--- config.mk ---
export PLATFORM = sky130hd
export DESIGN_NAME = lscm_alu
export DESIGN_NICKNAME = d
export VERILOG_FILES = /design/src/lscm_pkg.sv /design/src/lscm_alu.sv /design/src/lscm_shifter.sv
export VERILOG_INCLUDE_DIRS = /design/src /design/src/src
export SDC_FILE = /design/constraint.sdc
export NUM_CORES = 1
export LEC_CHECK = 0
export BUFFER_PORTS_ARGS = -buffer_cell sky130_fd_sc_hd__buf_4
export CELL_PAD_IN_SITES_DETAIL_PLACEMENT = 1
export CELL_PAD_IN_SITES_GLOBAL_PLACEMENT = 2
export CORE_ASPECT_RATIO = 0.5
export CORE_MARGIN = 2
export CORE_UTILIZATION = 25
export DETAILED_ROUTE_END_ITERATION = 10
export PLACE_DENSITY_LB_ADDON = 0.3
export SYNTH_ARGS = -nofsm -noshare
export SYNTH_HDL_FRONTEND = slang
export SYNTH_SLANG_ARGS = --single-unit
--- constraint.sdc ---
create_clock -name clock -period 5.3 [get_ports clock]
set_input_delay 1.06 -clock clock [delete_from_list [all_inputs] [get_ports clock]]
set_output_delay 1.06 -clock clock [all_outputs]
set_load 0.01 [all_outputs]
--- src/lscm_map.svh ---
/*
  Constants of the logic, shift, compare and move datapath: opcode codes,
  field widths, register index limits and flag bit positions.
  Assumes inclusion by bare name from the package and the bench files.
*/
`ifndef LSCM_MAP_SVH
`define LSCM_MAP_SVH

`define LSCM_OP_W 4
`define LSCM_OP_AND 4'h0
`define LSCM_OP_EOR 4'h1
`define LSCM_OP_ORR 4'h2
`define LSCM_OP_BIC 4'h3
`define LSCM_OP_ASR 4'h4
`define LSCM_OP_LSL 4'h5
`define LSCM_OP_LSR 4'h6
`define LSCM_OP_ROR 4'h7
`define LSCM_OP_CMP 4'h8
`define LSCM_OP_CMN 4'h9
`define LSCM_OP_MOV 4'hA
`define LSCM_OP_FLAG_SETTING_COPY 4'hB
`define LSCM_OP_MVN 4'hC
`define LSCM_OP_MOVI 4'hD
`define LSCM_OP_NOP 4'hF

`define LSCM_PC_IDX 4'hF
`define LSCM_AMT_W 8
`define LSCM_IMM_W 8
`define LSCM_FLAG_N 3
`define LSCM_FLAG_Z 2
`define LSCM_FLAG_C 1
`define LSCM_FLAG_V 0
`define LSCM_FLAGS_RST 4'h0

`endif

--- src/lscm_pkg.sv ---
/*
  Types of the logic, shift, compare and move datapath.
  Assumes the constants header lscm_map.svh on the include path.
*/
`include "lscm_map.svh"

package lscm_pkg;

  typedef enum logic [`LSCM_OP_W-1:0] {
    LSCM_BITWISE_CONJUNCTION = `LSCM_OP_AND,
    LSCM_BITWISE_EXCLUSIVE_OR = `LSCM_OP_EOR,
    LSCM_BITWISE_INCLUSIVE_OR = `LSCM_OP_ORR,
    LSCM_BIT_CLEAR_OP = `LSCM_OP_BIC,
    LSCM_ARITH_RIGHT_SHIFT = `LSCM_OP_ASR,
    LSCM_LOGICAL_LEFT_SHIFT = `LSCM_OP_LSL,
    LSCM_LOGICAL_RIGHT_SHIFT = `LSCM_OP_LSR,
    LSCM_ROTATE_RIGHT_OP = `LSCM_OP_ROR,
    LSCM_COMPARE_SUBTRACT = `LSCM_OP_CMP,
    LSCM_COMPARE_ADD = `LSCM_OP_CMN,
    LSCM_REGISTER_COPY = `LSCM_OP_MOV,
    LSCM_FLAG_SETTING_COPY = `LSCM_OP_FLAG_SETTING_COPY,
    LSCM_INVERTED_COPY = `LSCM_OP_MVN,
    LSCM_IMMEDIATE_COPY = `LSCM_OP_MOVI,
    LSCM_NO_OP = `LSCM_OP_NOP
  } lscm_op_t;

  typedef enum logic [1:0] {
    LSCM_SH_LSL = 2'h0,
    LSCM_SH_LSR = 2'h1,
    LSCM_SH_ASR = 2'h2,
    LSCM_SH_ROR = 2'h3
  } lscm_shift_t;

  typedef enum logic [1:0] {
    LSCM_ST_IDLE = 2'h1,
    LSCM_ST_DONE = 2'h2
  } lscm_state_t;

endpackage : lscm_pkg

--- src/lscm_alu.sv ---
/*
  Logic, shift, compare and move execution datapath with N, Z, C, V flags.
  Assumes the decoder delivers one operation per issue pulse with operands
  already read from the register file, and that it keeps operand limits.
*/
// Operation
// - AND, EOR, ORR combine operands bitwise
// - Bit clear Bitwise_conjunction first with inverted second
// - Logic ops set N and Z
// - Logic ops keep C and V
// - Register shift count uses low byte
// - Shifts set N and Z from result
// - Carry gets last bit out, zero keeps
// - Shifts never modify V
// - Flag-setting move equals shift left zero
// - Compare subtracts, sets flags, no write
// - Compare-add adds, sets flags, no write
// - Compares update all four flags
// - Plain move copies source unchanged
// - Flag move sets N,Z; plain keeps flags
// - Inverted move writes complement
// - Move to counter clears bit zero, branches
`timescale 1ns/1ps
`default_nettype none

module lscm_alu
  import lscm_pkg::*;
(
  // Clock and reset
  input wire logic clock,
  input wire logic rst,
  // Issue from decoder
  input wire logic issue,
  input wire lscm_pkg::lscm_op_t op,
  input wire logic [3:0] dest_idx,
  input wire logic [31:0] first_operand_reg,
  input wire logic [31:0] second_operand_reg,
  input wire logic [31:0] shift_amount_reg,
  input wire logic use_imm,
  input wire logic [7:0] imm,
  // Result to register file
  output logic done,
  output logic wr_en,
  output logic [3:0] wr_idx,
  output logic [31:0] wr_data,
  // Branch through program counter
  output logic branch,
  output logic [31:0] branch_target,
  // Condition flags
  output logic [3:0] flags
);

  // ----------------------------------------------------------------
  // Decoding
  // ----------------------------------------------------------------
  function automatic logic is_logic_op(input lscm_op_t o);
    is_logic_op = (o == LSCM_BITWISE_CONJUNCTION) || (o == LSCM_BITWISE_EXCLUSIVE_OR) ||
                  (o == LSCM_BITWISE_INCLUSIVE_OR) || (o == LSCM_BIT_CLEAR_OP);
  endfunction : is_logic_op

  function automatic logic is_shift_op(input lscm_op_t o);
    is_shift_op = (o == LSCM_ARITH_RIGHT_SHIFT) || (o == LSCM_LOGICAL_LEFT_SHIFT) ||
                  (o == LSCM_LOGICAL_RIGHT_SHIFT) || (o == LSCM_ROTATE_RIGHT_OP) ||
                  (o == LSCM_FLAG_SETTING_COPY);
  endfunction : is_shift_op

  lscm_state_t state_r;
  lscm_state_t state_nxt;
  logic [3:0] flags_r;
  logic [3:0] flags_nxt;
  logic done_r;
  logic wr_en_r;
  logic wr_en_nxt;
  logic [3:0] wr_idx_r;
  logic [31:0] wr_data_r;
  logic [31:0] wr_data_nxt;
  logic branch_r;
  logic branch_nxt;
  logic [31:0] branch_target_r;

  wire logic logic_op = is_logic_op(op);
  wire logic shift_op = is_shift_op(op);
  wire logic compare_op = (op == LSCM_COMPARE_SUBTRACT) || (op == LSCM_COMPARE_ADD);
  wire logic to_pc = (op == LSCM_REGISTER_COPY) && (dest_idx == `LSCM_PC_IDX);

  // ----------------------------------------------------------------
  // Bitwise logic
  // ----------------------------------------------------------------
  logic [31:0] logic_res;
  always_comb
  begin
    case (op)
      LSCM_BITWISE_CONJUNCTION:
      begin
        logic_res = first_operand_reg & second_operand_reg;
      end
      LSCM_BITWISE_EXCLUSIVE_OR:
      begin
        logic_res = first_operand_reg ^ second_operand_reg;
      end
      LSCM_BITWISE_INCLUSIVE_OR:
      begin
        logic_res = first_operand_reg | second_operand_reg;
      end
      LSCM_BIT_CLEAR_OP:
      begin
        logic_res = first_operand_reg & ~second_operand_reg;
      end
      default:
      begin
        logic_res = 32'h0;
      end
    endcase
  end

  // ----------------------------------------------------------------
  // Shifts and rotate
  // ----------------------------------------------------------------
  // Rotate ignores use_imm since no immediate form exists for it
  wire logic amt_from_imm = use_imm && (op != LSCM_ROTATE_RIGHT_OP);
  // Flag-setting copy runs as a left shift by zero
  wire logic [7:0] shift_amt = (op == LSCM_FLAG_SETTING_COPY) ? 8'h00 :
                               amt_from_imm ? imm : shift_amount_reg[7:0];
  lscm_shift_t shift_kind;
  always_comb
  begin
    case (op)
      LSCM_ARITH_RIGHT_SHIFT:
      begin
        shift_kind = LSCM_SH_ASR;
      end
      LSCM_LOGICAL_RIGHT_SHIFT:
      begin
        shift_kind = LSCM_SH_LSR;
      end
      LSCM_ROTATE_RIGHT_OP:
      begin
        shift_kind = LSCM_SH_ROR;
      end
      default:
      begin
        shift_kind = LSCM_SH_LSL;
      end
    endcase
  end

  logic [31:0] shift_res;
  logic shift_carry;
  lscm_shifter u_shifter (
    .value(second_operand_reg),
    .amount(shift_amt),
    .kind(shift_kind),
    .carry_in(flags_r[`LSCM_FLAG_C]),
    .result(shift_res),
    .carry_out(shift_carry)
  );

  // ----------------------------------------------------------------
  // Compares
  // ----------------------------------------------------------------
  wire logic [31:0] cmp_b = use_imm ? {24'h0, imm} : second_operand_reg;
  wire logic [32:0] sub_ext = {1'b0, first_operand_reg} + {1'b0, ~cmp_b} + 33'h1;
  wire logic [32:0] add_ext = {1'b0, first_operand_reg} + {1'b0, second_operand_reg};
  wire logic is_sub = (op == LSCM_COMPARE_SUBTRACT);
  wire logic [31:0] cmp_res = is_sub ? sub_ext[31:0] : add_ext[31:0];
  wire logic cmp_c = is_sub ? sub_ext[32] : add_ext[32];
  // Overflow when the operand signs make the true result unrepresentable
  wire logic sub_v = (first_operand_reg[31] != cmp_b[31]) &&
                     (cmp_res[31] != first_operand_reg[31]);
  wire logic add_v = (first_operand_reg[31] == second_operand_reg[31]) &&
                     (cmp_res[31] != first_operand_reg[31]);
  wire logic cmp_v = is_sub ? sub_v : add_v;

  // ----------------------------------------------------------------
  // Result and flag selection
  // ----------------------------------------------------------------
  always_comb
  begin
    flags_nxt = flags_r;
    wr_en_nxt = 1'b0;
    wr_data_nxt = 32'h0;
    branch_nxt = 1'b0;
    if (logic_op)
    begin
      wr_en_nxt = 1'b1;
      wr_data_nxt = logic_res;
      flags_nxt[`LSCM_FLAG_N] = logic_res[31];
      flags_nxt[`LSCM_FLAG_Z] = (logic_res == 32'h0);
    end
    else if (shift_op)
    begin
      wr_en_nxt = 1'b1;
      wr_data_nxt = shift_res;
      flags_nxt[`LSCM_FLAG_N] = shift_res[31];
      flags_nxt[`LSCM_FLAG_Z] = (shift_res == 32'h0);
      flags_nxt[`LSCM_FLAG_C] = shift_carry;
    end
    else if (compare_op)
    begin
      flags_nxt[`LSCM_FLAG_N] = cmp_res[31];
      flags_nxt[`LSCM_FLAG_Z] = (cmp_res == 32'h0);
      flags_nxt[`LSCM_FLAG_C] = cmp_c;
      flags_nxt[`LSCM_FLAG_V] = cmp_v;
    end
    else if (op == LSCM_REGISTER_COPY)
    begin
      // No flag change on plain copy
      wr_en_nxt = !to_pc;
      wr_data_nxt = second_operand_reg;
      branch_nxt = to_pc;
    end
    else if (op == LSCM_INVERTED_COPY)
    begin
      wr_en_nxt = 1'b1;
      wr_data_nxt = ~second_operand_reg;
      flags_nxt[`LSCM_FLAG_N] = ~second_operand_reg[31];
      flags_nxt[`LSCM_FLAG_Z] = (second_operand_reg == 32'hFFFFFFFF);
    end
    else if (op == LSCM_IMMEDIATE_COPY)
    begin
      wr_en_nxt = 1'b1;
      wr_data_nxt = {24'h0, imm};
      flags_nxt[`LSCM_FLAG_N] = 1'b0;
      flags_nxt[`LSCM_FLAG_Z] = (imm == 8'h00);
    end
  end

  always_comb
  begin
    case (state_r)
      LSCM_ST_IDLE:
      begin
        state_nxt = issue ? LSCM_ST_DONE : LSCM_ST_IDLE;
      end
      LSCM_ST_DONE:
      begin
        state_nxt = issue ? LSCM_ST_DONE : LSCM_ST_IDLE;
      end
      default:
      begin
        state_nxt = LSCM_ST_IDLE;
      end
    endcase
  end

  // ----------------------------------------------------------------
  // Registers
  // ----------------------------------------------------------------
  // One issue per cycle is taken; each answers one cycle later
  always_ff @(posedge clock or posedge rst)
  begin
    if (rst)
    begin
      state_r <= LSCM_ST_IDLE;
      flags_r <= `LSCM_FLAGS_RST;
      done_r <= 1'b0;
      wr_en_r <= 1'b0;
      wr_idx_r <= 4'h0;
      wr_data_r <= 32'h0;
      branch_r <= 1'b0;
      branch_target_r <= 32'h0;
    end
    else
    begin
      state_r <= state_nxt;
      done_r <= issue;
      wr_en_r <= issue & wr_en_nxt;
      branch_r <= issue & branch_nxt;
      if (issue)
      begin
        flags_r <= flags_nxt;
        wr_idx_r <= dest_idx;
        wr_data_r <= wr_data_nxt;
        // Captured on every issue so it stands until the next one
        branch_target_r <= {second_operand_reg[31:1], 1'b0};
      end
    end
  end

  assign done = done_r;
  assign wr_en = wr_en_r;
  assign wr_idx = wr_idx_r;
  assign wr_data = wr_data_r;
  assign branch = branch_r;
  assign branch_target = branch_target_r;
  assign flags = flags_r;

endmodule : lscm_alu

`default_nettype wire

--- src/lscm_shifter.sv ---
/*
  Combinational 32-bit shifter with carry-out for the datapath.
  Assumes the caller holds the carry-in and passes the full 8-bit count.
*/
`timescale 1ns/1ps
`default_nettype none

module lscm_shifter
  import lscm_pkg::*;
(
  // Operand
  input wire logic [31:0] value,
  input wire logic [7:0] amount,
  input wire lscm_pkg::lscm_shift_t kind,
  input wire logic carry_in,
  // Result
  output logic [31:0] result,
  output logic carry_out
);

  // ----------------------------------------------------------------
  // Shift by the 8-bit count; counts of 32 and above saturate, except rotate, which rotates by count bits 4:0 and keeps carry only at count 0
  // ----------------------------------------------------------------
  wire logic big = (amount >= 8'h20);
  wire logic [4:0] sh = amount[4:0];
  wire logic [4:0] rot = amount[4:0];
  wire logic zero_amt = (amount == 8'h00);
  wire logic [63:0] ror_dbl = {value, value} >> rot;
  wire logic [32:0] lsl_ext = {1'b0, value} << sh;
  wire logic [32:0] lsr_ext = {value, 1'b0} >> sh;
  wire logic [32:0] asr_ext = 33'($signed({value, 1'b0}) >>> sh);

  always_comb
  begin
    result = value;
    carry_out = carry_in;
    if (!zero_amt)
    begin
      case (kind)
        LSCM_SH_LSL:
        begin
          result = big ? 32'h0 : lsl_ext[31:0];
          carry_out = big ? ((amount == 8'h20) & value[0]) : lsl_ext[32];
        end
        LSCM_SH_LSR:
        begin
          result = big ? 32'h0 : lsr_ext[32:1];
          carry_out = big ? ((amount == 8'h20) & value[31]) : lsr_ext[0];
        end
        LSCM_SH_ASR:
        begin
          result = big ? {32{value[31]}} : asr_ext[32:1];
          carry_out = big ? value[31] : asr_ext[0];
        end
        LSCM_SH_ROR:
        begin
          result = ror_dbl[31:0];
          carry_out = ror_dbl[31];
        end
        default:
        begin
          result = value;
          carry_out = carry_in;
        end
      endcase
    end
  end

endmodule : lscm_shifter

`default_nettype wire

Word level (Yosys, flattened, before mapping) --
Index checks and enable logic that the tools add are counted.
Storage, ports and cells: bits of input ports 116, logic and storage cells 121, bits in registers 74, output and inout bits 75
Operators by class: bitwise logic cells 13, $add $sub $neg 3, eq/ne operators 25, reductions and logical operators 25, magnitude comparators 1, mux-type cells 41, shifts and indexed selects 4
Operators by type and width (number):
- two-way mux 32 bit | 11
- case mux 32 bit (4 select lines) | 2
- logical NOT 32 bit | 3
- adder 32 x 32 -> 33 bit | 2
- AND 32 bit | 2
- NOT 32 bit | 2
- right shift 64 x 5 -> 32 bit | 1
- adder 33 x 1 -> 33 bit, second input constant | 1
- left shift 32 x 5 -> 33 bit | 1
- right shift 33 x 5 -> 33 bit | 1
- >>> shifter 33 x 5 -> 33 bit | 1
- equality test 32 bit, second input constant | 1
- OR 32 bit | 1
- XOR 32 bit | 1
- equality test 4 bit, second input constant | 7
- two-way mux 8 bit | 3
- equality test 4 x 3 -> 1 bit, second input constant | 4
- logical NOT 8 bit | 2
- two-way mux 1 bit | 16
- two-way mux 2 bit | 6
- equality test 4 x 2 -> 1 bit, second input constant | 2
- equality test 8 x 6 -> 1 bit, second input constant | 1
- greater-or-equal comparator 8 x 6 -> 1 bit, second input constant | 1
- logical OR 1 bit | 8
- other kinds (21) | 32

Longest topological paths before layout --
word-level depth 11, gate-level depth with buffers 20, gate-level depth less buffers 17

Hierarchy --
Synthesis repeated with hierarchy kept, for this count alone.
Unflattened totals: cell total of the unflattened synthesis 2207, area total of the unflattened synthesis 16489.6 µm²
Modules (own cells, without submodules):
- lscm_alu | cells each 1398, times used 1, area each 10473.8 µm²
- lscm_shifter | cells each 809, times used 1, area each 6015.8 µm²

Least setup slack after synthesis --
Ideal clock, no wire load.
path kind input to register, start input use_imm, end register flags_r[2] (netlist: flags[2]), data arrival time 4782 ps, slack 423 ps, required time 5205 ps, buffers on the path 3, stages 19, path through buf_2 -> clkbuf_1 -> clkbuf_1 -> nand2_1 -> a21boi_0 -> ha_1 -> nor2b_1 -> o31ai_1 -> a21oi_1 -> nor2_1 -> o41ai_1 -> a31o_2 -> a21oi_1 -> o21a_1 -> o21ai_0 -> inv_1 -> a2111oi_0 -> a32oi_1 -> o31ai_1
Between the ends: word-level cells in the longest chain between the ends 10, elaborated cells between the ends (all ways) 24, classes of those cells add/sub (2); order compare (1); shift (4); mux (12); bitwise (1); reduce/logical (4)
RTL lines:
- start, declared | RTL line lscm_alu.sv:39 | input wire logic use_imm,
- parallel branches: the longest is 8 deep, another holds adder 32 x 32 -> 33 bit
- two-way mux 3 bit * | RTL line lscm_alu.sv:190 | else if (shift_op)
- two-way mux 2 bit * | RTL line lscm_alu.sv:183 | if (logic_op)
- end signal, assigned | RTL line lscm_alu.sv:255 | flags_r <= `LSCM_FLAGS_RST;
- end signal, assigned | RTL line lscm_alu.sv:271 | flags_r <= flags_nxt;
- end, declared | RTL line lscm_alu.sv:69 | logic [3:0] flags_r;
Mark *: on every way between the ends. A chain may end at the register's enable or synchronous reset.

Final worst setup path --
Ends and elaborated chain as after synthesis.

==> flow_summary.toml <==
[outcome]
outcome = "finished with violations"
violations = "negative setup slack"

[timing]
slew_violations = 0
hold_violations = 0
skew_ns = 0
setup_viol = 1
max_clock_freq_mhz = 187
relSlewSlack = 0.350
tightest_slew_ns = 0.972
timing.final.crit_share = 1.01
timing.final.ws_setup_ns = -0.0488
finalCriticalPeriod_ns = 5.35
fin_tns_setup_ns = -0.0488

[synthesis]
synth_ff_type = "dfrtp_1"
ys_seq_area_frac = 0.119
synth-edff-count = 0
yosys_warnings = 0
postSynthAreaPerCell_um2 = 6.68
synth-seq-cells = 74
yosysUniqueCellTypes = 98
syn_inst = 2319
syn_area_um2 = 15500
async_flop_share = 1.00
syn-num-nets = 2533

[routing]
vias_per_cell = 6.11
drtIter0Drc = 2551
wl_um = 114000
ant_nets = 0
first_pass_iters = 5
drt-wirelength-per-cell_um = 30.8
via_count = 22500
route.detailed.drc = 0

[worst_setup_path]
crit_family = "simple AND/OR/NAND/NOR gates"
reg2reg_from = "flags[2]"
r2r-end = "flags[2]"
max_stage_delay_ns = 0.51
rrSetupSlack_ns = 3.22
cp.required_ns = 5.54
slowest_stage = "or4_1"
arrival_ns = 5.59
path_class = "input port to register"
path_cells = "buf_4 > buf_4 > nor3b_1 > a311oi_4 > buf_4 > a22oi_2 > a211oi_2 > nand2_1 > nor3_1 > a2111o_1 > nor4_2 > buf_4 > nand3_1 > or4_1 > nor4_1 > a31oi_1 > buf_4 > o31ai_1"
r2r_cells = 7
startpoint_type = "input port"
path_buf_inv = 5
crit_top_cell = "buf_4"
cp-end-kind = "register"
worstPathMaxFanout = 10

[grt]
antenna_found_initial = 8
grt_pass1_wl_um = 160000
grtUsageTotal = 0.341
grt_pass1_vias = 21600
grt_max_degree = 77
grt-ovfl-total = 0

[min_path]
holdCritStartpoint = "wr_data[17]"
holdPathStages = 1
min_to = "wr_data[17]"
hold_path.class = "register to register"

[floorplanning]
die_x_um = 356
core_area_um2 = 61200
die_y_um = 180
pin_count = 191
dieArea_um2 = 64100
rows = 64
initial_core_util = 0.253

[layout]
seq_area_um2 = 1850
utilization = 0.355
fillCellCount = 7679
drive_above_1_share = 0.290
layout_common_cells = "buf_4 (683), nand2_1 (290), nor2_1 (219)"
layout_commonest_cell = "buf_4"
final_net_count = 3064
multi_input_area_um2 = 12600
area_delta_synth_final_pct = 40.3
finalInstanceArea_um2 = 21700

[clocking]
clock_path_buffers = 2
cts-root-buf = "clkbuf_16"
cts_buffers = 9
htree_num_levels = 3
clk_pin_slew_ns = 0.07
tritoncts = "done"
cts.sinks = 74
insertion_delay_ns = 0.36

[place]
dp_hpwl_um = 93200
gp_congestion = 1.03
io_buffers = 165
post-place-ws_ns = -0.286
place_area_um2 = 21300

[power_and_ir_drop]
power_leakage_nw = 9.41
p_total_w = 0.00444
vdd_drop_max_v = 0.000130
cellPowerDensity_nw_per_um2 = 204

[flow_run]
drv_cap = 0
cells in the mapped netlist (27+ instances only):
master    number  share of area
a31oi_1       42          0.017
nor3_1        54          0.017
nor2_1       219          0.053
a221oi_1      30          0.017
nand2_1      291          0.070
inv_1         95          0.023
ha_1          96          0.078
a21oi_1      195          0.063
xnor2_1       55          0.031
nand3_1      121          0.039
o221ai_1      38          0.021
o22ai_1       43          0.017
o21ai_0      171          0.055
dfrtp_1       74           0.12
a211oi_1      58          0.028
a22oi_1       29          0.014
clkbuf_1     124          0.030
mux2_2        40          0.029
nand4_1       27          0.011
o211ai_1      35          0.017
buf_2         45          0.015
timing repair:
action / in CTS / in global routing
resized for setup: 0 / 10
endpoints found under the setup margin: 0 / 2
hold buffers: 0 / 0
buffers inserted: 0 / 2
metal layers:
metal  share of wire  vias up  track usage  wire length (um)
met5        0.000088        -            0                10
li1                -     9801            -                 -
met1            0.46    11400        0.497             51800
met4           0.033        2        0.105              3720
met3           0.089      179       0.0516             10100
met2            0.42     1104        0.510             48000
worst register-to-register path: stages, from the launching register on:
cell	delay, ns
dfrtp_1	0.43
or2_2	0.21
nand3_1	0.11
or4_1	0.51
nor4_1	0.25
a31oi_1	0.18
buf_4	0.20
o31ai_1	0.08
worst max path at each step:
stage | start | to | slack, ns | depth (start not counted)
after detailed placement | op[0] | flags[2] | -0.29 | 16
after CTS | op[0] | flags[2] | 0.05 | 16
after global placement | op[0] | flags[2] | -0.30 | 16
after global routing | use_imm | flags[2] | -0.004 | 17
after floorplan | use_imm | flags[2] | 0.42 | 19
final | use_imm | flags[2] | -0.05 | 18
logic make-up after synthesis:
kind of cell,synth area share
compound gates,0.378
simple gates,0.255
buf+inv,0.0758
fa+ha+maj,0.0801
flops,0.119
mux,0.0526
xor+xnor,0.0384
other cells,0.000242
metrics by stage:
step	instances	hold slack (ns)
after floorplan	2319	0.511
after global placement	3662	0.479
after detailed placement	3662	0.481
after CTS	3678	0.496
after global routing	3680	0.520
final	3684	0.500
area by class of cell:
cell class,count,area share
multi-input cells,1962,0.578
repair buffers,706,0.257
flip-flops and latches,74,0.0852
well taps,825,0.0475
inverters,97,0.0168
clock buffers,10,0.0105
clock inverters,6,0.00415
diodes,4,0.000461
sequential cells by signal (all words and copies together), names as in the netlist:
name and count:
branch 1, branch_target 31, done 1, flags 4, wr_data 32, wr_en 1
wr_idx 4
report_power, final:
group	internal, W	switching, W
logic	0.00123	0.00185
clock network	0.000414	0.000274
registers	0.000630	0.0000472
No activity file was read; power rests on OpenSTA's default activity.
